<file path="src/logic/lsc_pkg.sv">
// shared constants and types of the serial led sink control block
package lsc_pkg;
   localparam int unsigned LSC_CH       = 8;
   localparam int unsigned LSC_AW       = 8;
   localparam int unsigned LSC_EV       = 5;
   // register byte offsets on the apb slave
   localparam logic [7:0]  LSC_OFF_CTRL = 8'h00;
   localparam logic [7:0]  LSC_OFF_STAT = 8'h04;
   localparam logic [7:0]  LSC_OFF_IST  = 8'h08;
   localparam logic [7:0]  LSC_OFF_ICLR = 8'h0c;
   localparam logic [7:0]  LSC_OFF_IEN  = 8'h10;
   // event bit positions in the interrupt registers
   localparam int unsigned LSC_EV_NORM  = 0;
   localparam int unsigned LSC_EV_SPEC  = 1;
   localparam int unsigned LSC_EV_LATCH = 2;
   localparam int unsigned LSC_EV_CFG   = 3;
   localparam int unsigned LSC_EV_ERR   = 4;
   // values after reset
   localparam logic [7:0]  LSC_RST_LATCH = 8'h00;
   localparam logic [7:0]  LSC_RST_CFG   = 8'hff;
   localparam logic [7:0]  LSC_RST_ERR   = 8'h00;
   localparam logic [4:0]  LSC_RST_IEN   = 5'h00;
   localparam logic        LSC_RST_OE_N  = 1'b1;
   // cycles from apb access phase to pready
   localparam int unsigned LSC_APB_WAIT  = 1;

   typedef enum logic [1:0] {
      LSC_NORMAL,
      LSC_SWITCH,
      LSC_SPECIAL
   } lsc_mode_e;
endpackage : lsc_pkg

</file>
<file path="src/logic/lsc_sh_if.sv">
// interface between the controller and the eight-stage shift register
`timescale 1ns/100ps
`default_nettype none
interface lsc_sh_if #(parameter int unsigned W = lsc_pkg::LSC_CH);
   logic         shift_en;
   logic         load_en;
   logic         serial_in;
   logic [W-1:0] load_data;
   logic [W-1:0] q;
   modport ctrl (output shift_en, output load_en, output serial_in, output load_data, input q);
   modport sreg (input shift_en, input load_en, input serial_in, input load_data, output q);
endinterface : lsc_sh_if
`default_nettype wire

</file>
<file path="src/logic/lsc_sync.sv">
// two-stage synchroniser for pins from outside the mclk domain
`timescale 1ns/100ps
`default_nettype none
module lsc_sync #(
   parameter int unsigned    W   = 4,
   parameter logic [W-1:0]   RST = '0
) (
   input  wire logic         mclk,
   input  wire logic         resetn,
   input  wire logic [W-1:0] pin_in,
   output logic      [W-1:0] pin_s
);
   logic [W-1:0] meta_q;

   // meta_q feeds pin_s only
   always_ff @(posedge mclk or negedge resetn) begin
      if (!resetn) begin
         meta_q <= RST;
         pin_s  <= RST;
      end else begin
         meta_q <= pin_in;
         pin_s  <= meta_q;
      end
   end
endmodule : lsc_sync
`default_nettype wire

</file>
<file path="src/logic/lsc_shreg.sv">
// eight-stage shift register with parallel load of error status
`timescale 1ns/100ps
`default_nettype none
module lsc_shreg #(
   parameter int unsigned W = lsc_pkg::LSC_CH
) (
   input  wire logic mclk,
   input  wire logic resetn,
   lsc_sh_if.sreg    sh
);
   logic [W-1:0] q_q;

   assign sh.q = q_q;

   // parallel load wins; the bit arriving on a load edge is dropped
   always_ff @(posedge mclk or negedge resetn) begin
      if (!resetn) begin
         q_q <= '0;
      end else if (sh.load_en) begin
         q_q <= sh.load_data;
      end else if (sh.shift_en) begin
         q_q <= {q_q[W-2:0], sh.serial_in};
      end
   end
endmodule : lsc_shreg
`default_nettype wire

</file>
<file path="src/logic/lsc_led_sink_ctrl.sv">
// control logic of the eight-channel led sink driver with apb status port
`timescale 1ns/100ps
`default_nettype none
// Overview of operation
// - eight-stage shift register feeding parallel latches
// - shift one place per serial clock rise
// - normal mode: shift serial_in, oldest bit out
// - latch transparent while strobe high, holds after
// - enable low follows latch unless ctrl blank bit set, high blanks all
// - one-clock enable pulse enters mode switching
// - strobe level during switching picks the mode
// - normal, special and switching phase only
// - normal strobe copies shift register to outputs
// - special mode enable low drives and checks
// - special mode loads error status, shifts out
// - special strobe writes config latch, outputs kept
// - config code is 256-step global gain
// - config code always drives current regulator
// - serial_out drives next driver or controller
// - return to normal clears error bits
// - one shared error bit per channel
module lsc_led_sink_ctrl (
   input  wire logic                       mclk,
   input  wire logic                       resetn,
   // apb slave
   input  wire logic                       psel,
   input  wire logic                       penable,
   input  wire logic                       pwrite,
   input  wire logic [lsc_pkg::LSC_AW-1:0] paddr,
   input  wire logic [31:0]                pwdata,
   output logic      [31:0]                prdata,
   output logic                            pready,
   output logic                            pslverr,
   output logic                            irq,
   // serial link pins
   input  wire logic                       serial_clk,
   input  wire logic                       serial_in,
   input  wire logic                       latch_strobe_mode_sel,
   input  wire logic                       output_enable_n_mode_pulse,
   output logic                            serial_out,
   // channel side
   input  wire logic [lsc_pkg::LSC_CH-1:0] channel_fault,
   output logic      [lsc_pkg::LSC_CH-1:0] channel_sinks,
   output logic      [7:0]                 gain_code
);
   localparam int unsigned CH  = lsc_pkg::LSC_CH;
   localparam int unsigned EV  = lsc_pkg::LSC_EV;
   localparam int unsigned SW  = CH + 4;
   localparam logic [SW-1:0] SRST = {{CH{1'b0}}, 3'h0, lsc_pkg::LSC_RST_OE_N};

   lsc_sh_if #(.W(CH)) sh ();

   // pins synchronised; enable pulls up to blanked, strobe pulls down
   logic [SW-1:0]   pins_s;
   logic [CH-1:0]   fault_s;
   logic            sclk_s;
   logic            sin_s;
   logic            le_s;
   logic            oe_s;
   logic            sclk_prev_q;
   logic            le_prev_q;
   logic            oe_e1_q;
   logic            oe_e2_q;

   lsc_sync #(
      .W   (SW),
      .RST (SRST)
   ) u_sync (
      .mclk   (mclk),
      .resetn (resetn),
      .pin_in ({channel_fault, serial_clk, serial_in, latch_strobe_mode_sel,
                output_enable_n_mode_pulse}),
      .pin_s  (pins_s)
   );

   assign fault_s = pins_s[SW-1:4];
   assign sclk_s  = pins_s[3];
   assign sin_s   = pins_s[2];
   assign le_s    = pins_s[1];
   assign oe_s    = pins_s[0];

   // serial clock edge found by sampling; link must run well below mclk/4
   wire sclk_rise = sclk_s & ~sclk_prev_q;
   wire le_fall   = le_prev_q & ~le_s;
   // enable high at exactly one serial edge between two low ones
   wire mode_pulse = sclk_rise & ~oe_s & oe_e1_q & ~oe_e2_q;

   always_ff @(posedge mclk or negedge resetn) begin
      if (!resetn) begin
         sclk_prev_q <= 1'b0;
         le_prev_q   <= 1'b0;
         oe_e1_q     <= lsc_pkg::LSC_RST_OE_N;
         oe_e2_q     <= lsc_pkg::LSC_RST_OE_N;
      end else begin
         sclk_prev_q <= sclk_s;
         le_prev_q   <= le_s;
         oe_e1_q     <= sclk_rise ? oe_s : oe_e1_q;
         oe_e2_q     <= sclk_rise ? oe_e1_q : oe_e2_q;
      end
   end

   // mode state machine
   lsc_pkg::lsc_mode_e mode_q;
   lsc_pkg::lsc_mode_e mode_d;

   always_comb begin
      mode_d = mode_q;
      unique case (mode_q)
         lsc_pkg::LSC_NORMAL,
         lsc_pkg::LSC_SPECIAL: begin
            if (mode_pulse) begin
               mode_d = lsc_pkg::LSC_SWITCH;
            end
         end
         lsc_pkg::LSC_SWITCH: begin
            if (sclk_rise) begin
               mode_d = le_s ? lsc_pkg::LSC_SPECIAL : lsc_pkg::LSC_NORMAL;
            end
         end
         default: mode_d = lsc_pkg::LSC_NORMAL;
      endcase
   end

   always_ff @(posedge mclk or negedge resetn) begin
      if (!resetn) begin
         mode_q <= lsc_pkg::LSC_NORMAL;
      end else begin
         mode_q <= mode_d;
      end
   end

   wire in_normal    = (mode_q == lsc_pkg::LSC_NORMAL);
   wire in_special   = (mode_q == lsc_pkg::LSC_SPECIAL);
   wire in_switch    = (mode_q == lsc_pkg::LSC_SWITCH);
   wire enter_normal = in_switch & sclk_rise & ~le_s;
   wire enter_spec   = in_switch & sclk_rise & le_s;

   // shared error register, one bit per channel
   logic [CH-1:0] err_q;
   wire           err_check = in_special & sclk_rise & ~oe_s;
   wire           err_new   = err_check & |(fault_s & ~err_q);
   wire  [CH-1:0] err_d     = enter_normal ? lsc_pkg::LSC_RST_ERR :
                              err_check    ? (err_q | fault_s) : err_q;

   always_ff @(posedge mclk or negedge resetn) begin
      if (!resetn) begin
         err_q <= lsc_pkg::LSC_RST_ERR;
      end else begin
         err_q <= err_d;
      end
   end

   // status loads when enable rises in special mode, then shifts out
   assign sh.shift_en  = sclk_rise;
   assign sh.serial_in = sin_s;
   assign sh.load_en   = sclk_rise & in_special & oe_s & ~oe_e1_q;
   assign sh.load_data = err_q;

   lsc_shreg #(.W(CH)) u_shreg (
      .mclk   (mclk),
      .resetn (resetn),
      .sh     (sh.sreg)
   );

   // oldest stage drives the pin directly from a flop
   assign serial_out = sh.q[CH-1];

   // mode-select level still high after entry is no config write; wait for its fall
   logic          sel_hold_q;
   wire           sel_hold_d = enter_spec | (sel_hold_q & le_s);
   wire           cfg_wr     = in_special & le_s & ~sel_hold_q;

   // output latch is transparent while strobe is high in normal mode, configuration latch in special mode
   logic [CH-1:0] latch_q;
   logic [CH-1:0] sinks_q;
   logic [7:0]    cfg_q;
   logic          blank_q;
   wire  [CH-1:0] latch_d = (in_normal & le_s) ? sh.q : latch_q;
   wire  [7:0]    cfg_d   = cfg_wr ? sh.q : cfg_q;
   wire  [CH-1:0] sinks_d = (oe_s | blank_q) ? '0 : latch_q;

   always_ff @(posedge mclk or negedge resetn) begin
      if (!resetn) begin
         latch_q    <= lsc_pkg::LSC_RST_LATCH;
         cfg_q      <= lsc_pkg::LSC_RST_CFG;
         sinks_q    <= '0;
         sel_hold_q <= 1'b0;
      end else begin
         latch_q    <= latch_d;
         cfg_q      <= cfg_d;
         sinks_q    <= sinks_d;
         sel_hold_q <= sel_hold_d;
      end
   end

   assign channel_sinks = sinks_q;
   // code 0..255 maps linearly onto the regulator gain range
   assign gain_code     = cfg_q;

   // apb slave: one wait state, pready and prdata from flops
   logic          pready_q;
   logic          pslverr_q;
   logic [31:0]   prdata_q;
   logic [EV-1:0] ist_q;
   logic [EV-1:0] ien_q;
   logic          irq_q;

   wire apb_acc  = psel & penable & ~pready_q;
   wire apb_done = psel & penable & pready_q;
   wire apb_wr   = apb_done & pwrite;
   wire sel_ctrl = (paddr == lsc_pkg::LSC_OFF_CTRL);
   wire sel_stat = (paddr == lsc_pkg::LSC_OFF_STAT);
   wire sel_ist  = (paddr == lsc_pkg::LSC_OFF_IST);
   wire sel_iclr = (paddr == lsc_pkg::LSC_OFF_ICLR);
   wire sel_ien  = (paddr == lsc_pkg::LSC_OFF_IEN);
   wire mapped   = sel_ctrl | sel_stat | sel_ist | sel_iclr | sel_ien;

   wire [31:0] rd_mux = sel_ctrl ? {31'h0, blank_q} :
                        sel_stat ? {err_q, cfg_q, latch_q, 6'h00, mode_q} :
                        sel_ist  ? {27'h0, ist_q} :
                        sel_ien  ? {27'h0, ien_q} : 32'h0;

   // events; a set in the clearing cycle wins
   logic [EV-1:0] ev;
   always_comb begin
      ev = '0;
      ev[lsc_pkg::LSC_EV_NORM]  = enter_normal;
      ev[lsc_pkg::LSC_EV_SPEC]  = enter_spec;
      ev[lsc_pkg::LSC_EV_LATCH] = in_normal & le_fall;
      ev[lsc_pkg::LSC_EV_CFG]   = in_special & le_fall & ~sel_hold_q;
      ev[lsc_pkg::LSC_EV_ERR]   = err_new;
   end

   wire [EV-1:0] clr   = (apb_wr & sel_iclr) ? pwdata[EV-1:0] : '0;
   wire [EV-1:0] ist_d = (ist_q & ~clr) | ev;
   wire [EV-1:0] ien_d = (apb_wr & sel_ien) ? pwdata[EV-1:0] : ien_q;

   always_ff @(posedge mclk or negedge resetn) begin
      if (!resetn) begin
         pready_q  <= 1'b0;
         pslverr_q <= 1'b0;
         prdata_q  <= 32'h0;
         blank_q   <= 1'b0;
         ist_q     <= '0;
         ien_q     <= lsc_pkg::LSC_RST_IEN;
         irq_q     <= 1'b0;
      end else begin
         pready_q  <= apb_acc;
         pslverr_q <= apb_acc & ~mapped;
         prdata_q  <= apb_acc ? rd_mux : 32'h0;
         blank_q   <= (apb_wr & sel_ctrl) ? pwdata[0] : blank_q;
         ist_q     <= ist_d;
         ien_q     <= ien_d;
         irq_q     <= |(ist_d & ien_d);
      end
   end

   assign pready  = pready_q;
   assign pslverr = pslverr_q;
   assign prdata  = prdata_q;
   assign irq     = irq_q;
endmodule : lsc_led_sink_ctrl
`default_nettype wire

</file>
<file path="config.mk">
export PLATFORM = sky130hd
export DESIGN_NAME = lsc_led_sink_ctrl
export DESIGN_NICKNAME = d
export VERILOG_FILES = /design/src/logic/lsc_pkg.sv /design/src/logic/lsc_sh_if.sv /design/src/logic/lsc_sync.sv /design/src/logic/lsc_shreg.sv /design/src/logic/lsc_led_sink_ctrl.sv
export SDC_FILE = /design/constraint.sdc
export NUM_CORES = 1
export LEC_CHECK = 0
export ABC_AREA = 0
export BUFFER_PORTS_ARGS = -buffer_cell sky130_fd_sc_hd__buf_2
export CELL_PAD_IN_SITES_DETAIL_PLACEMENT = 1
export CELL_PAD_IN_SITES_GLOBAL_PLACEMENT = 2
export CORE_MARGIN = 10
export CORE_UTILIZATION = 31
export CTS_CLUSTER_SIZE = 30
export DETAILED_ROUTE_END_ITERATION = 10
export PLACE_DENSITY = 0.83
export RECOVER_POWER = 50
export SLEW_MARGIN = 0
export SYNTH_ARGS = -nofsm -noshare
export SYNTH_HDL_FRONTEND = slang
export SYNTH_SLANG_ARGS = --single-unit
export TNS_END_PERCENT = 20
</file>
<file path="constraint.sdc">
create_clock -name mclk -period 1.8 [get_ports mclk]
set_clock_uncertainty 0.2 [all_clocks]
set_input_delay 0.36 -clock mclk [delete_from_list [all_inputs] [get_ports mclk]]
set_output_delay 0.36 -clock mclk [all_outputs]
set_load 0.1 [all_outputs]
</file>
# Word level (Yosys, flattened, before mapping)
# Cells that the tools add are included.
# Widths: inputs -> output; s select.
[word_totals] register_bits=117 inputBits=57 output_inout_bits=52 word_cells=101
[op_classes] n_eq_ne=8 n_mux=16 bitwise=49 n_reduce_logical=8
[ops] op="$mux 32" n=3
[ops] op="$mux 8" n=5
[ops] op="$and 1x1->1" n=28
[ops] op="$mux 5" n=4
[ops] op="$eq 8x4->1 const B" n=2
[ops] op="$and 5x5->5" n=2
[ops] op="$and 8x8->8" n=1
[ops] op="$eq 8x3->1 const B" n=1
[ops] op="$eq 8x5->1 const B" n=1
[ops] op="$logic_not 8->1" n=1
[ops] op="$not 1->1" n=8
[ops] op="$not 8->8" n=1
[ops] op="$or 8x8->8" n=1
[ops] op="$reduce_or 8->1" n=1
[ops] op="$mux 2" n=3
[ops] op="$or 1x1->1" n=6
[ops] op="$not 5->5" n=1
[ops] op="$or 5x5->5" n=1
[ops] op="$reduce_or 5->1" n=1
[ops] op="$ne 2x2->1 const B" n=2
[ops] op="$pmux 2 s2" n=1
[ops] op="$reduce_bool 2->1" n=2
[ops] op="$eq 2x1->1 const B" n=1
[ops] op="$eq 2x2->1 const B" n=1
[ops] op="3 further kinds" n=3

# Longest topological paths before layout
# Gate-level depths: netlist of the first run.
[depth] depth_word=10 depth_mapped=6

# Hierarchy
# A second synthesis of the first run with hierarchy kept.
[unflattened] hier_cells=312 hier_area_um2=4172.8
[modules_own_cells] module="lsc_led_sink_ctrl" n_inst=1 cells_per_inst=254 area_per_inst_um2=3196.8 seq_area_each_um2=2064.5
[modules_own_cells] module="lsc_sync" n_inst=1 cells_per_inst=24 area_per_inst_um2=603.1 seq_area_each_um2=603.1
[modules_own_cells] module="lsc_shreg" n_inst=1 cells_per_inst=34 area_per_inst_um2=372.9 seq_area_each_um2=200.2

# Worst setup path after synthesis of the first run
# No wires, ideal clock.
[synth_path] path_type="register -> register" startpoint="register pready_q (netlist: pready)" endpoint="register irq_q (netlist: irq)" arrival_ns=2.154 t_required_ns=1.465 setup_slack_ns=-0.688 path_stages_with_launch=6 n_path_buf=0 synth_period_minus_slack_ns=2.488 cell_sequence="dfrtp_1 > nand4_1 > or4_1 > a21o_1 > a22oi_2 > nand4_1"
[synth_between] elab_chain_cells=9
[synth_lines] item="start: declaration" line="lsc_led_sink_ctrl.sv:201" text="logic pready_q;"
[synth_lines] item="start signal: assignment" line="lsc_led_sink_ctrl.sv:248" text="pready_q <= apb_acc;"
[synth_lines] item="$and 1x1->1" line="lsc_led_sink_ctrl.sv:209" text="wire apb_done = psel & penable & pready_q;"
[synth_lines] item="$and 1x1->1" line="lsc_led_sink_ctrl.sv:210" text="wire apb_wr = apb_done & pwrite;"
[synth_lines] item="$and 1x1->1" line="lsc_led_sink_ctrl.sv:234" text="wire [EV-1:0] clr = (apb_wr & sel_iclr) ? pwdata[EV-1:0] : '0;"
[synth_lines] item="$mux 5" line="lsc_led_sink_ctrl.sv:234"
[synth_lines] item="$not 5->5" line="lsc_led_sink_ctrl.sv:235" text="wire [EV-1:0] ist_d = (ist_q & ~clr) | ev;"
[synth_lines] item="$and 5x5->5" line="lsc_led_sink_ctrl.sv:235"
[synth_lines] item="$or 5x5->5" line="lsc_led_sink_ctrl.sv:235"
[synth_lines] item="via ist_d[3]" line="lsc_led_sink_ctrl.sv:235"
[synth_lines] item="$and 5x5->5" line="lsc_led_sink_ctrl.sv:254" text="irq_q <= |(ist_d & ien_d);"
[synth_lines] item="$reduce_or 5->1" line="lsc_led_sink_ctrl.sv:254"
[synth_lines] item="end signal: assignment" line="lsc_led_sink_ctrl.sv:254"
[synth_lines] item="end: declaration" line="lsc_led_sink_ctrl.sv:206" text="logic irq_q;"
# The timed path passes the listed nets, and every way through them passes these cells.
# A chain may end at the register's enable or synchronous reset.

# Final worst setup path of the first run
# Ends and elaborated chain as after synthesis.

==> flow_summary.html, run 1 <==
<table>
<tr><th>Metric</th><th>Value</th></tr>
<tr><th colspan="2">Finish</th></tr>
<tr><td>Area taken by multi-input logic gates</td><td>1221 um^2</td></tr>
<tr><td>Number of fill cells</td><td>1372</td></tr>
<tr><td>Storage cell area</td><td>2872 um^2</td></tr>
<tr><td>Final standard cell count with taps included and fillers excluded</td><td>627</td></tr>
<tr><td>Antenna diode count</td><td>0</td></tr>
<tr><td>Area Growth Syn to Fin</td><td>41.51%</td></tr>
<tr><td>End-of-flow core utilization</td><td>0.4450</td></tr>
<tr><td># nets final</td><td>495</td></tr>
<tr><td>Fraction of final layout cells with drive strength greater than 1</td><td>0.4191</td></tr>
<tr><th colspan="2">Power and ir drop</th></tr>
<tr><td>Leakage power figure</td><td>0.002921 uW</td></tr>
<tr><td>Power density normalized to cell area</td><td>1460 nW/um^2</td></tr>
<tr><td>Power after layout</td><td>8569 uW</td></tr>
<tr><td>Worst IR drop on VDD</td><td>0.7448 mV</td></tr>
<tr><th colspan="2">Routing</th></tr>
<tr><td>Residual DRC</td><td>0</td></tr>
<tr><td>Routed wire per std cell</td><td>15.19 um</td></tr>
<tr><td>Post-route ant nets</td><td>0</td></tr>
<tr><td>Total Routed Length</td><td>9.527 mm</td></tr>
<tr><td>Via count of the routed design</td><td>2723</td></tr>
<tr><td>Iteration-0 DRC count of the detailed router</td><td>126</td></tr>
<tr><td>Drt via density</td><td>4.343</td></tr>
<tr><td>Detailed Routing Iterations Pass 1</td><td>4</td></tr>
<tr><th colspan="2">Logic synthesis</th></tr>
<tr><td>Post-synthesis register bit count</td><td>114</td></tr>
<tr><td>Leading register cell type out of synthesis</td><td>sky130_fd_sc_hd__dfrtp_1</td></tr>
<tr><td>Portion of the post-synthesis area used by sequential elements</td><td>0.6914</td></tr>
<tr><td>Cells after synthesis</td><td>306</td></tr>
<tr><td>Post-synthesis instance area</td><td>4148 um^2</td></tr>
<tr><td>Post-synthesis share of cell area spent on xor and xnor gates</td><td>0</td></tr>
<tr><td>Count of cell types in the netlist</td><td>44</td></tr>
<tr><td>Adder-Cell Fraction of Synth Area</td><td>0</td></tr>
<tr><td>Total of warnings raised by yosys</td><td>0</td></tr>
<tr><td>Async SR Flop Fraction</td><td>1.000</td></tr>
<tr><td>Fraction of the mapped netlist area in compound gates</td><td>0.06425</td></tr>
<tr><td>Mean instance size in the synthesized netlist</td><td>13.55 um^2</td></tr>
<tr><td>Mux cell area share after synthesis</td><td>0.08416</td></tr>
<tr><td>Simple-gate share of the synthesized area</td><td>0.1373</td></tr>
<tr><td>Count of flip-flops with a built-in enable after synthesis</td><td>0</td></tr>
<tr><td>Largest family of logic cells by synthesized area</td><td>simple AND/OR/NAND/NOR gates</td></tr>
<tr><th colspan="2">Setup path</th></tr>
<tr><td>Maximum fanout count along the critical path</td><td>4</td></tr>
<tr><td>Setup CP Type</td><td>reg2reg</td></tr>
<tr><td>Reg2reg setup slack</td><td>-0.03 ns</td></tr>
<tr><td>Type of element capturing the critical path</td><td>flip-flop</td></tr>
<tr><td>Worst endpoint required time</td><td>1.88 ns</td></tr>
<tr><td>Type of origin of the critical path</td><td>flip-flop</td></tr>
<tr><td>Worst reg2reg path startpoint</td><td>pready$_DFF_PN0_</td></tr>
<tr><td>Reg2reg path depth</td><td>5</td></tr>
<tr><td>End of the worst register-to-register path</td><td>irq$_DFF_PN0_</td></tr>
<tr><td>CP Data Arrival Time</td><td>1.91 ns</td></tr>
<tr><td>Critical path launch point</td><td>pready$_DFF_PN0_</td></tr>
<tr><th colspan="2">Clock network</th></tr>
<tr><td>Num CTS Buffers</td><td>17</td></tr>
<tr><td>Worst-case clock buffer depth</td><td>2</td></tr>
<tr><td>Clock tree from TritonCTS</td><td>yes</td></tr>
<tr><td>Master cell of the clock root buffer</td><td>sky130_fd_sc_hd__clkbuf_16</td></tr>
<tr><td>Reg clk slew, reported paths</td><td>0.05 ns</td></tr>
<tr><td>TritonCTS sink count</td><td>114</td></tr>
<tr><td>Count of H-tree levels built during CTS</td><td>4</td></tr>
<tr><td>Clock insertion delay at the later pin of the skew report</td><td>0.40 ns</td></tr>
<tr><th colspan="2">GRT</th></tr>
<tr><td>Leftover overflow at the end of global routing</td><td>0</td></tr>
<tr><td>Total routing usage reported by global routing</td><td>0.1115</td></tr>
<tr><td>Number of antenna violations at the first check in global routing</td><td>0</td></tr>
<tr><td>Pin count of the biggest net entering global routing</td><td>52</td></tr>
<tr><td>Wire length of the first global-routing pass</td><td>16.18 mm</td></tr>
<tr><td>Vias in the first global route</td><td>3191</td></tr>
<tr><th colspan="2">Timing</th></tr>
<tr><td>Worst setup margin</td><td>-0.03382 ns</td></tr>
<tr><td>Slew HR</td><td>0.4648</td></tr>
<tr><td>Worst Tran Pin Value</td><td>0.8028 ns</td></tr>
<tr><td>Fmax</td><td>545.3 MHz</td></tr>
<tr><td>Max-slew violation count</td><td>0</td></tr>
<tr><td>Setup repair after global routing missed its margin</td><td>true</td></tr>
<tr><td>Setup violation total in the final timing report</td><td>5</td></tr>
<tr><td>Final TNS setup</td><td>-0.06662 ns</td></tr>
<tr><td>Fin crit period</td><td>1.834 ns</td></tr>
<tr><td>Period utilisation layout</td><td>1.019</td></tr>
<tr><td>Final Hold Slack</td><td>0.01893 ns</td></tr>
<tr><td>Final hold violations</td><td>0</td></tr>
<tr><th colspan="2">Die</th></tr>
<tr><td>Row Count</td><td>42</td></tr>
<tr><td>I/O pin total</td><td>109</td></tr>
<tr><td>Total core area</td><td>13190 um^2</td></tr>
<tr><td>Width of the die</td><td>135.7 um</td></tr>
<tr><td>Y dimension of the die</td><td>135.7 um</td></tr>
<tr><td>DIE AREA</td><td>18410 um^2</td></tr>
<tr><td>Initial Util</td><td>0.3145</td></tr>
<tr><th colspan="2">Run</th></tr>
<tr><td>Max Cap Violations</td><td>0</td></tr>
<tr><th colspan="2">Min path</th></tr>
<tr><td>Endpoint of the worst hold-timing path</td><td>ist_q[1]$_DFF_PN0_</td></tr>
<tr><td>Hold WC Path Type</td><td>in2reg</td></tr>
<tr><td>Hold Crit Depth</td><td>2</td></tr>
<tr><td>Hold wc startpoint</td><td>pwdata[1]</td></tr>
<tr><th colspan="2">Placed design</th></tr>
<tr><td>Instance count after placement with tap cells included</td><td>581</td></tr>
<tr><td>Last weighted congestion value of the routability-driven placer</td><td>0.7989</td></tr>
<tr><td>HPWL after DPL</td><td>7.100 mm</td></tr>
<tr><td>Count of input and output buffers</td><td>78</td></tr>
<tr><th colspan="2">Status</th></tr>
<tr><td>Run status</td><td>complete, but fails checks</td></tr>
<tr><td>Violated checks</td><td>negative setup slack</td></tr>
</table>
-- state kept, by name, summed over array words and instances, names as in the netlist --
| signal | cells |
|---|---|
| blank_q | 1 |
| channel_sinks | 8 |
| err_q | 8 |
| gain_code | 8 |
| ien_q | 5 |
| irq | 1 |
| ist_q | 5 |
| latch_q | 8 |
| le_prev_q | 1 |
| mode_q | 2 |
| oe_e1_q | 1 |
| oe_e2_q | 1 |
| prdata | 29 |
| pready | 1 |
| pslverr | 1 |
| sclk_prev_q | 1 |
| sel_hold_q | 1 |
| u_shreg.sh.q | 8 |
| u_sync.meta_q | 12 |
| u_sync.pin_s | 12 |
-- what timing repair did --
| action | CTS | global route |
|---|---|---|
| pin swaps | 1 | 3 |
| endpoints found under the hold margin | 115 | 0 |
| gates resized for setup | 8 | 11 |
| buffers inserted | 1 | 1 |
| endpoints found under the setup margin | 11 | 36 |
| hold buffers | 13 | 0 |
-- power breakdown --
part           switching [uW]  internal [uW]
Combinational            1200            649
Clock                    1140           2250
Sequential                342           2990
Total                    2690           5880
-- worst max-delay path by stage --
stage	to	slack, ns	cells past startpoint
after floorplan	irq$_DFF_PN0_	-0.20	5
after global placement	irq$_DFF_PN0_	-0.34	6
after detailed placement	irq$_DFF_PN0_	-0.38	7
after CTS	u_shreg.sh.q[7]$_DFFE_PN0P_	-0.03	5
after global routing	irq$_DFF_PN0_	-0.14	5
final	irq$_DFF_PN0_	-0.03	5
-- worst max-delay path: stages, from the launching register on --
cell	delay, ns
sky130_fd_sc_hd__dfrtp_4	0.42
sky130_fd_sc_hd__nand4_1	0.16
sky130_fd_sc_hd__or4_1	0.51
sky130_fd_sc_hd__a21o_1	0.19
sky130_fd_sc_hd__a22oi_2	0.15
sky130_fd_sc_hd__nand4_1	0.08
-- metrics by stage --
step           setup slack [ns]  cell area (um^2)
3_3_place_gp            -0.3425              5097
3_5_place_dp            -0.3826              5097
2_1_floorplan           -0.1960              4159
6_report               -0.03382              5869
5_1_grt                 -0.1391              5869
4_1_cts                -0.03215              5868
-- cells in the mapped netlist, types with 2 or more instances --
cell type                    n  area (um^2)
sky130_fd_sc_hd__clkbuf_1    6        22.52
sky130_fd_sc_hd__dfrtp_1   102         2552
sky130_fd_sc_hd__inv_1      11        41.29
sky130_fd_sc_hd__mux2i_1     9        90.09
sky130_fd_sc_hd__or3_4       2        22.52
sky130_fd_sc_hd__nor3b_2     2        25.02
sky130_fd_sc_hd__a22o_1      2        17.52
sky130_fd_sc_hd__o22ai_1     4        25.02
sky130_fd_sc_hd__nor3_1      6        30.03
sky130_fd_sc_hd__nor2_1     16        60.06
sky130_fd_sc_hd__a21boi_0    2        15.01
sky130_fd_sc_hd__or2_2       2        12.51
sky130_fd_sc_hd__dfstp_2    12        315.3
sky130_fd_sc_hd__o21ai_0    12        60.06
sky130_fd_sc_hd__a22oi_1     4        30.03
sky130_fd_sc_hd__nand2_1    15        56.30
sky130_fd_sc_hd__nand4_1     3        18.77
sky130_fd_sc_hd__o21a_1      2        15.01
sky130_fd_sc_hd__mux2_2     23        259.0
sky130_fd_sc_hd__and2_1     32        200.2
sky130_fd_sc_hd__nand2b_1    4        25.02
sky130_fd_sc_hd__or4_1       2        15.01
sky130_fd_sc_hd__buf_4       3        22.52
sky130_fd_sc_hd__a21oi_1    10        50.05
-- cells by family after synthesis --
| kind of cell | after synthesis |
|---|---|
| DFF | 114 |
| and+or+nand+nor | 96 |
| AOI/OAI and AO/OA | 42 |
| muxes | 32 |
| buffers and inverters | 21 |
| other | 1 |
-- routing by layer --
metal / up-vias / global-route usage / routed length, um
met2: 66 / 0.1863 / 4841
met1: 1329 / 0.1250 / 3996
met5: - / 0 / 0
met4: 0 / 0.05622 / 246
li1: 1309 / - / -
met3: 19 / 0.03598 / 443
-- cell type report --
type	count	area share
Sequential cell	114	0.4892
Multi-Input combinational cell	173	0.2081
Timing Repair Buffer	121	0.1537
Clock buffer	20	0.07781
Tap cell	176	0.03752
Clock inverter	12	0.02665
Inverter	11	0.007035
-- cells in the final DEF, fill, tap and decap left out, types with 4 or more instances in the layout --
cell and n:
sky130_fd_sc_hd__buf_12 10, sky130_fd_sc_hd__a22oi_1 4, sky130_fd_sc_hd__a21oi_1 10, sky130_fd_sc_hd__and2_1 32
sky130_fd_sc_hd__o21ai_0 4, sky130_fd_sc_hd__dlygate4sd3_1 13, sky130_fd_sc_hd__nor3_1 5, sky130_fd_sc_hd__dfrtp_1 101
sky130_fd_sc_hd__mux2i_1 9, sky130_fd_sc_hd__clkinvlp_4 4, sky130_fd_sc_hd__nand2b_1 4, sky130_fd_sc_hd__inv_1 10
sky130_fd_sc_hd__buf_2 67, sky130_fd_sc_hd__dfstp_2 12, sky130_fd_sc_hd__o22ai_1 4, sky130_fd_sc_hd__mux2_2 21
sky130_fd_sc_hd__nand2_1 15, sky130_fd_sc_hd__nor2_1 15, sky130_fd_sc_hd__buf_4 27, sky130_fd_sc_hd__clkbuf_16 17
sky130_fd_sc_hd__o21ai_1 8
Power figures use the tool's default switching activity.
==> run 2: changes to the inputs <==
--- a/config.mk
+++ b/config.mk
@@ -10,10 +10,11 @@
 export CELL_PAD_IN_SITES_DETAIL_PLACEMENT = 1
 export CELL_PAD_IN_SITES_GLOBAL_PLACEMENT = 2
 export CORE_MARGIN = 10
-export CORE_UTILIZATION = 31
+export CORE_UTILIZATION = 34
 export CTS_CLUSTER_SIZE = 30
 export DETAILED_ROUTE_END_ITERATION = 10
-export PLACE_DENSITY = 0.83
+export GPL_TIMING_DRIVEN = 0
+export PLACE_DENSITY = 0.86
 export RECOVER_POWER = 50
 export SLEW_MARGIN = 0
 export SYNTH_ARGS = -nofsm -noshare
==> constraint.sdc (replaced) <==
create_clock -name mclk -period 2.1 [get_ports mclk]
set_clock_uncertainty 0.2 [all_clocks]
set_input_delay 0.42 -clock mclk [delete_from_list [all_inputs] [get_ports mclk]]
set_output_delay 0.42 -clock mclk [all_outputs]
set_load 0.1 [all_outputs]
==> run 2 against run 1 <==
Effect of this change: the run now ends clean; setup slack improved by 0.14 ns; highest routed layer unchanged; global-route usage grew 0.67 points; power decreased by 21%.
==> flow_summary.html, run 2 (same netlist as run 1, synthesis figures left out) <==
<table>
<tr><th>Metric</th><th>Value</th></tr>
<tr><th colspan="2">Setup path</th></tr>
<tr><td>Maximum fanout count along the critical path</td><td>3</td></tr>
<tr><td>Setup CP Type</td><td>reg2out</td></tr>
<tr><td>CP Data Arrival Time</td><td>1.37 ns</td></tr>
<tr><td>CP delay by family, top</td><td>flip-flops</td></tr>
<tr><td>Buffers plus inverters on the worst setup path</td><td>1</td></tr>
<tr><td>Reg2reg setup slack</td><td>0.12 ns</td></tr>
<tr><td>Type of origin of the critical path</td><td>flip-flop</td></tr>
<tr><td>Critical path launch point</td><td>gain_code[6]$_DFFE_PN1P_</td></tr>
<tr><td>Reg2reg path depth</td><td>5</td></tr>
<tr><td>Crit path cell chain</td><td>buf_2</td></tr>
<tr><td>Worst endpoint required time</td><td>1.48 ns</td></tr>
<tr><td>Type of element capturing the critical path</td><td>output port</td></tr>
<tr><td>End of the worst register-to-register path</td><td>irq$_DFF_PN0_</td></tr>
<tr><td>Worst reg2reg path startpoint</td><td>mode_q[1]$_DFFE_PN0P_</td></tr>
<tr><td>CP peak stage delay</td><td>0.54 ns</td></tr>
<tr><td>Slowest cell on crit path</td><td>sky130_fd_sc_hd__dfstp_2</td></tr>
<tr><th colspan="2">GRT</th></tr>
<tr><td>Pin count of the biggest net entering global routing</td><td>63</td></tr>
<tr><td>Total routing usage reported by global routing</td><td>0.1182</td></tr>
<tr><td>Wire length of the first global-routing pass</td><td>15.57 mm</td></tr>
<tr><td>Vias in the first global route</td><td>3079</td></tr>
<tr><td>Leftover overflow at the end of global routing</td><td>0</td></tr>
<tr><td>Number of antenna violations at the first check in global routing</td><td>0</td></tr>
<tr><th colspan="2">Min path</th></tr>
<tr><td>Hold Crit Depth</td><td>2</td></tr>
<tr><td>Hold wc startpoint</td><td>pwdata[2]</td></tr>
<tr><td>Endpoint of the worst hold-timing path</td><td>ien_q[2]$_DFF_PN0_</td></tr>
<tr><td>Hold WC Path Type</td><td>in2reg</td></tr>
<tr><th colspan="2">Finish</th></tr>
<tr><td># nets final</td><td>476</td></tr>
<tr><td>Fraction of final layout cells with drive strength greater than 1</td><td>0.3782</td></tr>
<tr><td>End-of-flow core utilization</td><td>0.4555</td></tr>
<tr><td>Commonest non-fill, non-tap cells in the layout</td><td>sky130_fd_sc_hd__dfrtp_1 (101), sky130_fd_sc_hd__buf_2 (77), sky130_fd_sc_hd__and2_1 (25)</td></tr>
<tr><td>Max FFs per register</td><td>29</td></tr>
<tr><td>Most frequent standard cell in the layout excluding fill and tap cells</td><td>sky130_fd_sc_hd__dfrtp_1</td></tr>
<tr><td>Antenna diode count</td><td>0</td></tr>
<tr><td>Area Growth Syn to Fin</td><td>31.37%</td></tr>
<tr><th colspan="2">Routing</th></tr>
<tr><td>Detailed Routing Iterations Pass 1</td><td>4</td></tr>
<tr><td>Post-route ant nets</td><td>0</td></tr>
<tr><td>Routed wire per std cell</td><td>16.44 um</td></tr>
<tr><td>Iteration-0 DRC count of the detailed router</td><td>100</td></tr>
<tr><td>Via count of the routed design</td><td>2719</td></tr>
<tr><td>Total Routed Length</td><td>9.503 mm</td></tr>
<tr><td>Drt via density</td><td>4.704</td></tr>
<tr><td>Residual DRC</td><td>0</td></tr>
<tr><th colspan="2">Power and ir drop</th></tr>
<tr><td>Worst IR drop on VDD</td><td>0.5654 mV</td></tr>
<tr><td>Leakage power figure</td><td>0.002735 uW</td></tr>
<tr><td>Power after layout</td><td>6746 uW</td></tr>
<tr><td>Power density normalized to cell area</td><td>1238 nW/um^2</td></tr>
<tr><th colspan="2">Die</th></tr>
<tr><td>Total core area</td><td>11960 um^2</td></tr>
<tr><td>Y dimension of the die</td><td>130.5 um</td></tr>
<tr><td>DIE AREA</td><td>17020 um^2</td></tr>
<tr><td>Initial Util</td><td>0.3468</td></tr>
<tr><td>Row Count</td><td>40</td></tr>
<tr><td>I/O pin total</td><td>109</td></tr>
<tr><td>Width of the die</td><td>130.5 um</td></tr>
<tr><th colspan="2">Clock network</th></tr>
<tr><td>Post-CTS Setup Repair Bufs</td><td>0</td></tr>
<tr><td>Worst-case clock buffer depth</td><td>2</td></tr>
<tr><td>Reg clk slew, reported paths</td><td>0.05 ns</td></tr>
<tr><td>Clock tree from TritonCTS</td><td>yes</td></tr>
<tr><td>TritonCTS sink count</td><td>114</td></tr>
<tr><td>Count of H-tree levels built during CTS</td><td>4</td></tr>
<tr><td>Clock insertion delay at the later pin of the skew report</td><td>0.40 ns</td></tr>
<tr><td>Num CTS Buffers</td><td>17</td></tr>
<tr><td>Master cell of the clock root buffer</td><td>sky130_fd_sc_hd__clkbuf_16</td></tr>
<tr><th colspan="2">Timing</th></tr>
<tr><td>Fmax</td><td>501.6 MHz</td></tr>
<tr><td>Fin crit period</td><td>1.994 ns</td></tr>
<tr><td>Worst Tran Pin Value</td><td>0.6941 ns</td></tr>
<tr><td>Setup repair after global routing missed its margin</td><td>true</td></tr>
<tr><td>Setup violation total in the final timing report</td><td>0</td></tr>
<tr><td>Final hold violations</td><td>0</td></tr>
<tr><td>Period utilisation layout</td><td>0.9494</td></tr>
<tr><td>Slew HR</td><td>0.5352</td></tr>
<tr><td>Max-slew violation count</td><td>0</td></tr>
<tr><th colspan="2">Placed design</th></tr>
<tr><td>Last weighted congestion value of the routability-driven placer</td><td>0.7481</td></tr>
<tr><td>Count of input and output buffers</td><td>78</td></tr>
<tr><td>HPWL after DPL</td><td>6.825 mm</td></tr>
<tr><th colspan="2">Status</th></tr>
<tr><td>Run status</td><td>completed</td></tr>
<tr><th colspan="2">Run</th></tr>
<tr><td>Max Cap Violations</td><td>0</td></tr>
</table>
## run 2: cell count changes in the layout (fill, tap and decap cells not counted), moves of 3 or more
cell                       change
sky130_fd_sc_hd__clkbuf_2      +3
sky130_fd_sc_hd__and2_0        +7
sky130_fd_sc_hd__buf_12       -10
sky130_fd_sc_hd__and2_1        -7
sky130_fd_sc_hd__o21ai_1       -8
sky130_fd_sc_hd__clkbuf_1      +5
sky130_fd_sc_hd__o21ai_0       +8
sky130_fd_sc_hd__buf_2        +10
sky130_fd_sc_hd__buf_4        -23
## run 2: through the flow
stage / TNS, ns / setup WS, ns / hold slack (ns) / instance area [um^2] / std cells
after floorplan: 0 / 0.01595 / -0.07559 / 4159 / 308
after global placement: -94.62 / -1.164 / 0.1357 / 4733 / 533
after detailed placement: -11.50 / -0.5942 / 0.1401 / 4763 / 534
after CTS: 0 / 0.004704 / 0.06518 / 5445 / 578
after global routing: -0.003020 / -0.003020 / 0.07588 / 5449 / 578
final: 0 / 0.1063 / 0.08063 / 5449 / 578
## run 2: worst max path at each step
stage,slack (ns),depth (start not counted),to
final,0.11,1,gain_code[6]
after CTS,0.005,3,gain_code[7]$_DFFE_PN1P_
after global placement,-1.16,1,pready$_DFF_PN0_
after detailed placement,-0.59,7,prdata[25]$_DFF_PN0_
after floorplan,0.02,5,irq$_DFF_PN0_
after global routing,-0.003,6,irq$_DFF_PN0_
## run 2: report_power, final
group	switching [uW]	internal, uW	total, uW
Sequential	254	2560	2810
Combinational	1010	334	1340
Clock	954	1640	2590
Total	2220	4530	6750
## run 2: routing by layer
layer	up-vias	wire length, um	GRT usage
met1	1370	3909	0.1318
met3	13	485	0.04150
met4	0	168	0.05167
li1	1275	-	-
met5	-	0	0
met2	61	4940	0.2008
## run 2: layout make-up
cell class,count,area (um^2)
Sequential cell,114,2872
Fill cell,1270,6513
Timing Repair Buffer,92,533.0
Clock buffer,21,450.4
Buffer,10,53.80
Inverter,11,41.29
Clock inverter,10,90.09
Tap cell,147,183.9
Multi-Input combinational cell,173,1225
## run 2: what timing repair did
item,4_1_cts,5_1_grt
endpoints found under the hold margin,61,0
endpoints found under the setup margin,30,23
hold buffers,13,0
gates resized for setup,4,6
pin swaps,0,0
==> run 3: changes to the inputs <==
--- a/config.mk
+++ b/config.mk
@@ -16,6 +16,7 @@
 export GPL_TIMING_DRIVEN = 0
 export PLACE_DENSITY = 0.86
 export RECOVER_POWER = 50
+export REMOVE_ABC_BUFFERS = 1
 export SLEW_MARGIN = 0
 export SYNTH_ARGS = -nofsm -noshare
 export SYNTH_HDL_FRONTEND = slang
==> run 3 against run 2 <==
Effect of this change: clock power rose by 25%; global-route usage increased by 0.22 points; via count down 0.81%; worst hold slack lost 0.016 ns; cell area grew 2.3%; cell count down 1.2%; core utilization is 1.0 points higher; maximum frequency fell by 1.2%; clock-buffer cell count down 1; critical path depth did not move.
==> flow_summary.html, run 3 (same netlist as run 1, synthesis figures left out) <==
<table>
<tr><th>Metric</th><th>Value</th></tr>
<tr><th colspan="2">Status</th></tr>
<tr><td>Run status</td><td>completed</td></tr>
<tr><th colspan="2">Die</th></tr>
<tr><td>Initial Util</td><td>0.3468</td></tr>
<tr><td>Total core area</td><td>11960 um^2</td></tr>
<tr><td>I/O pin total</td><td>109</td></tr>
<tr><td>DIE AREA</td><td>17020 um^2</td></tr>
<tr><td>Width of the die</td><td>130.5 um</td></tr>
<tr><td>Y dimension of the die</td><td>130.5 um</td></tr>
<tr><td>Row Count</td><td>40</td></tr>
<tr><th colspan="2">Clock network</th></tr>
<tr><td>Num CTS Buffers</td><td>17</td></tr>
<tr><td>Worst-case clock buffer depth</td><td>2</td></tr>
<tr><td>Clock insertion delay at the later pin of the skew report</td><td>0.41 ns</td></tr>
<tr><td>Count of H-tree levels built during CTS</td><td>4</td></tr>
<tr><td>Clock tree from TritonCTS</td><td>yes</td></tr>
<tr><td>Master cell of the clock root buffer</td><td>sky130_fd_sc_hd__clkbuf_16</td></tr>
<tr><td>Reg clk slew, reported paths</td><td>0.05 ns</td></tr>
<tr><td>TritonCTS sink count</td><td>114</td></tr>
<tr><th colspan="2">Setup path</th></tr>
<tr><td>CP delay by family, top</td><td>flip-flops</td></tr>
<tr><td>Maximum fanout count along the critical path</td><td>3</td></tr>
<tr><td>Buffers plus inverters on the worst setup path</td><td>1</td></tr>
<tr><td>Type of element capturing the critical path</td><td>output port</td></tr>
<tr><td>CP peak stage delay</td><td>0.55 ns</td></tr>
<tr><td>Crit path cell chain</td><td>buf_2</td></tr>
<tr><td>CP Data Arrival Time</td><td>1.40 ns</td></tr>
<tr><td>Setup CP Type</td><td>reg2out</td></tr>
<tr><td>Type of origin of the critical path</td><td>flip-flop</td></tr>
<tr><td>Slowest cell on crit path</td><td>sky130_fd_sc_hd__dfstp_2</td></tr>
<tr><td>Worst endpoint required time</td><td>1.48 ns</td></tr>
<tr><th colspan="2">Run</th></tr>
<tr><td>Max Cap Violations</td><td>0</td></tr>
<tr><th colspan="2">Finish</th></tr>
<tr><td>Max FFs per register</td><td>29</td></tr>
<tr><td>Area Growth Syn to Fin</td><td>34.33%</td></tr>
<tr><td>Antenna diode count</td><td>0</td></tr>
<tr><td>Most frequent standard cell in the layout excluding fill and tap cells</td><td>sky130_fd_sc_hd__dfrtp_1</td></tr>
<tr><td>Commonest non-fill, non-tap cells in the layout</td><td>sky130_fd_sc_hd__dfrtp_1 (102), sky130_fd_sc_hd__buf_2 (72), sky130_fd_sc_hd__and2_1 (23)</td></tr>
<tr><td>Final standard cell count with taps included and fillers excluded</td><td>571</td></tr>
<tr><td>Fraction of final layout cells with drive strength greater than 1</td><td>0.3656</td></tr>
<tr><td># nets final</td><td>468</td></tr>
<tr><td>Number of fill cells</td><td>1242</td></tr>
<tr><th colspan="2">GRT</th></tr>
<tr><td>Number of antenna violations at the first check in global routing</td><td>0</td></tr>
<tr><td>Pin count of the biggest net entering global routing</td><td>70</td></tr>
<tr><td>Leftover overflow at the end of global routing</td><td>0</td></tr>
<tr><td>Total routing usage reported by global routing</td><td>0.1204</td></tr>
<tr><td>Wire length of the first global-routing pass</td><td>15.54 mm</td></tr>
<tr><td>Vias in the first global route</td><td>3005</td></tr>
<tr><th colspan="2">Routing</th></tr>
<tr><td>Iteration-0 DRC count of the detailed router</td><td>90</td></tr>
<tr><td>Post-route ant nets</td><td>0</td></tr>
<tr><td>Drt via density</td><td>4.723</td></tr>
<tr><td>Via count of the routed design</td><td>2697</td></tr>
<tr><td>Routed wire per std cell</td><td>16.90 um</td></tr>
<tr><td>Detailed Routing Iterations Pass 1</td><td>5</td></tr>
<tr><td>Residual DRC</td><td>0</td></tr>
<tr><td>Total Routed Length</td><td>9.649 mm</td></tr>
<tr><th colspan="2">Timing</th></tr>
<tr><td>Fmax</td><td>495.7 MHz</td></tr>
<tr><td>Setup repair after global routing missed its margin</td><td>false</td></tr>
<tr><td>Slew HR</td><td>0.3771</td></tr>
<tr><td>Final Hold Slack</td><td>0.06473 ns</td></tr>
<tr><td>Fin crit period</td><td>2.017 ns</td></tr>
<tr><td>Setup violation total in the final timing report</td><td>0</td></tr>
<tr><td>Max-slew violation count</td><td>0</td></tr>
<tr><td>Worst Tran Pin Value</td><td>0.9344 ns</td></tr>
<tr><td>Worst setup margin</td><td>0.08250 ns</td></tr>
<tr><td>Period utilisation layout</td><td>0.9607</td></tr>
<tr><td>Final hold violations</td><td>0</td></tr>
<tr><th colspan="2">Placed design</th></tr>
<tr><td>Setup WS pre-CTS</td><td>-0.5413 ns</td></tr>
<tr><td>Last weighted congestion value of the routability-driven placer</td><td>0.7680</td></tr>
<tr><td>HPWL after DPL</td><td>6.713 mm</td></tr>
<tr><td>Count of input and output buffers</td><td>78</td></tr>
<tr><td>Instance count after placement with tap cells included</td><td>525</td></tr>
<tr><th colspan="2">Power and ir drop</th></tr>
<tr><td>Worst IR drop on VDD</td><td>0.5504 mV</td></tr>
<tr><td>Leakage power figure</td><td>0.002776 uW</td></tr>
<tr><td>Power density normalized to cell area</td><td>1332 nW/um^2</td></tr>
<tr><th colspan="2">Min path</th></tr>
<tr><td>Hold WC Path Type</td><td>in2reg</td></tr>
</table>
run 3: cell types whose count changed in the layout (fill, tap and decap cells not counted), moves of 2 or more:
cell	previous run	this run
sky130_fd_sc_hd__clkinv_2	4	0
sky130_fd_sc_hd__buf_2	77	72
sky130_fd_sc_hd__and2_0	7	9
sky130_fd_sc_hd__and2_1	25	23
sky130_fd_sc_hd__clkbuf_2	3	0
sky130_fd_sc_hd__clkinv_4	2	4
sky130_fd_sc_hd__bufinv_16	1	6
sky130_fd_sc_hd__buf_4	4	0
run 3: per-stage QoR:
| stage | cell area [um^2] | total power, uW | util | TNS (ns) |
|---|---|---|---|---|
| 6_report | 5572 | 7423 | 0.4658 | 0 |
| 3_5_place_dp | 4721 | 4183 | 0.3947 | -15.40 |
| 2_1_floorplan | 4105 | 3826 | - | -4.221 |
| 3_3_place_gp | 4679 | 4106 | 0.3912 | -111.78 |
| 5_1_grt | 5572 | 7706 | 0.4658 | 0 |
| 4_1_cts | 5557 | 7500 | 0.4645 | 0 |
run 3: metal layers:
layer / part of all wire / wire length [um] / track usage
met1: 0.41 / 3985 / 0.1323
met2: 0.51 / 4968 / 0.2056
met3: 0.054 / 519 / 0.03666
met4: 0.018 / 175 / 0.06475
met5: 0 / 0 / 0
run 3: final timing paths:
check	start	endpoint	slack, ns	depth (start not counted)
worst max-delay path	gain_code[5]$_DFFE_PN1P_	gain_code[5]	0.08	1
worst min-delay path	pwdata[1]	ist_q[1]$_DFF_PN0_	0.06	2
worst max register to register	pready$_DFF_PN0_	irq$_DFF_PN0_	0.10	5
worst min register to register	u_sync.meta_q[7]$_DFF_PN0_	u_sync.pin_s[7]$_DFF_PN0_	0.15	0
max in group asynchronous	resetn	gain_code[0]$_DFFE_PN1P_	0.38	3
min in group asynchronous	resetn	prdata[2]$_DFF_PN0_	0.53	2
run 3: cell type report:
cell class,instances,area (um^2),area share
Clock buffer,20,446.7,0.08017
Multi-Input combinational cell,173,1242,0.2230
Sequential cell,114,2868,0.5147
Timing Repair Buffer,94,559.3,0.1004
Inverter,11,41.29,0.007411
Tap cell,147,183.9,0.03301
Clock inverter,12,230.2,0.04132
run 3: what timing repair did:
action                                  CTS  global route
pin swaps                                 0             1
endpoints found under the hold margin    77             0
endpoints found under the setup margin   43            18
hold buffers                             13             0
gates resized for setup                   7             4
setup buffers                             0             1
run 3: power by group:
| part | leakage (uW) | internal (uW) | switching [uW] |
|---|---|---|---|
| combinational | 0.00100 | 330 | 1020 |
| sequential | 0.00146 | 2560 | 263 |
| clock | 0.000321 | 2260 | 992 |
| total | 0.00278 | 5150 | 2280 |
run 3: worst register-to-register path, cell delays in order, from the launching register on:
cell	delay (ns)
sky130_fd_sc_hd__dfrtp_1	0.38
sky130_fd_sc_hd__nand4_1	0.19
sky130_fd_sc_hd__nor4_2	0.55
sky130_fd_sc_hd__a21boi_0	0.23
sky130_fd_sc_hd__o21ai_0	0.20
sky130_fd_sc_hd__nand4_1	0.11
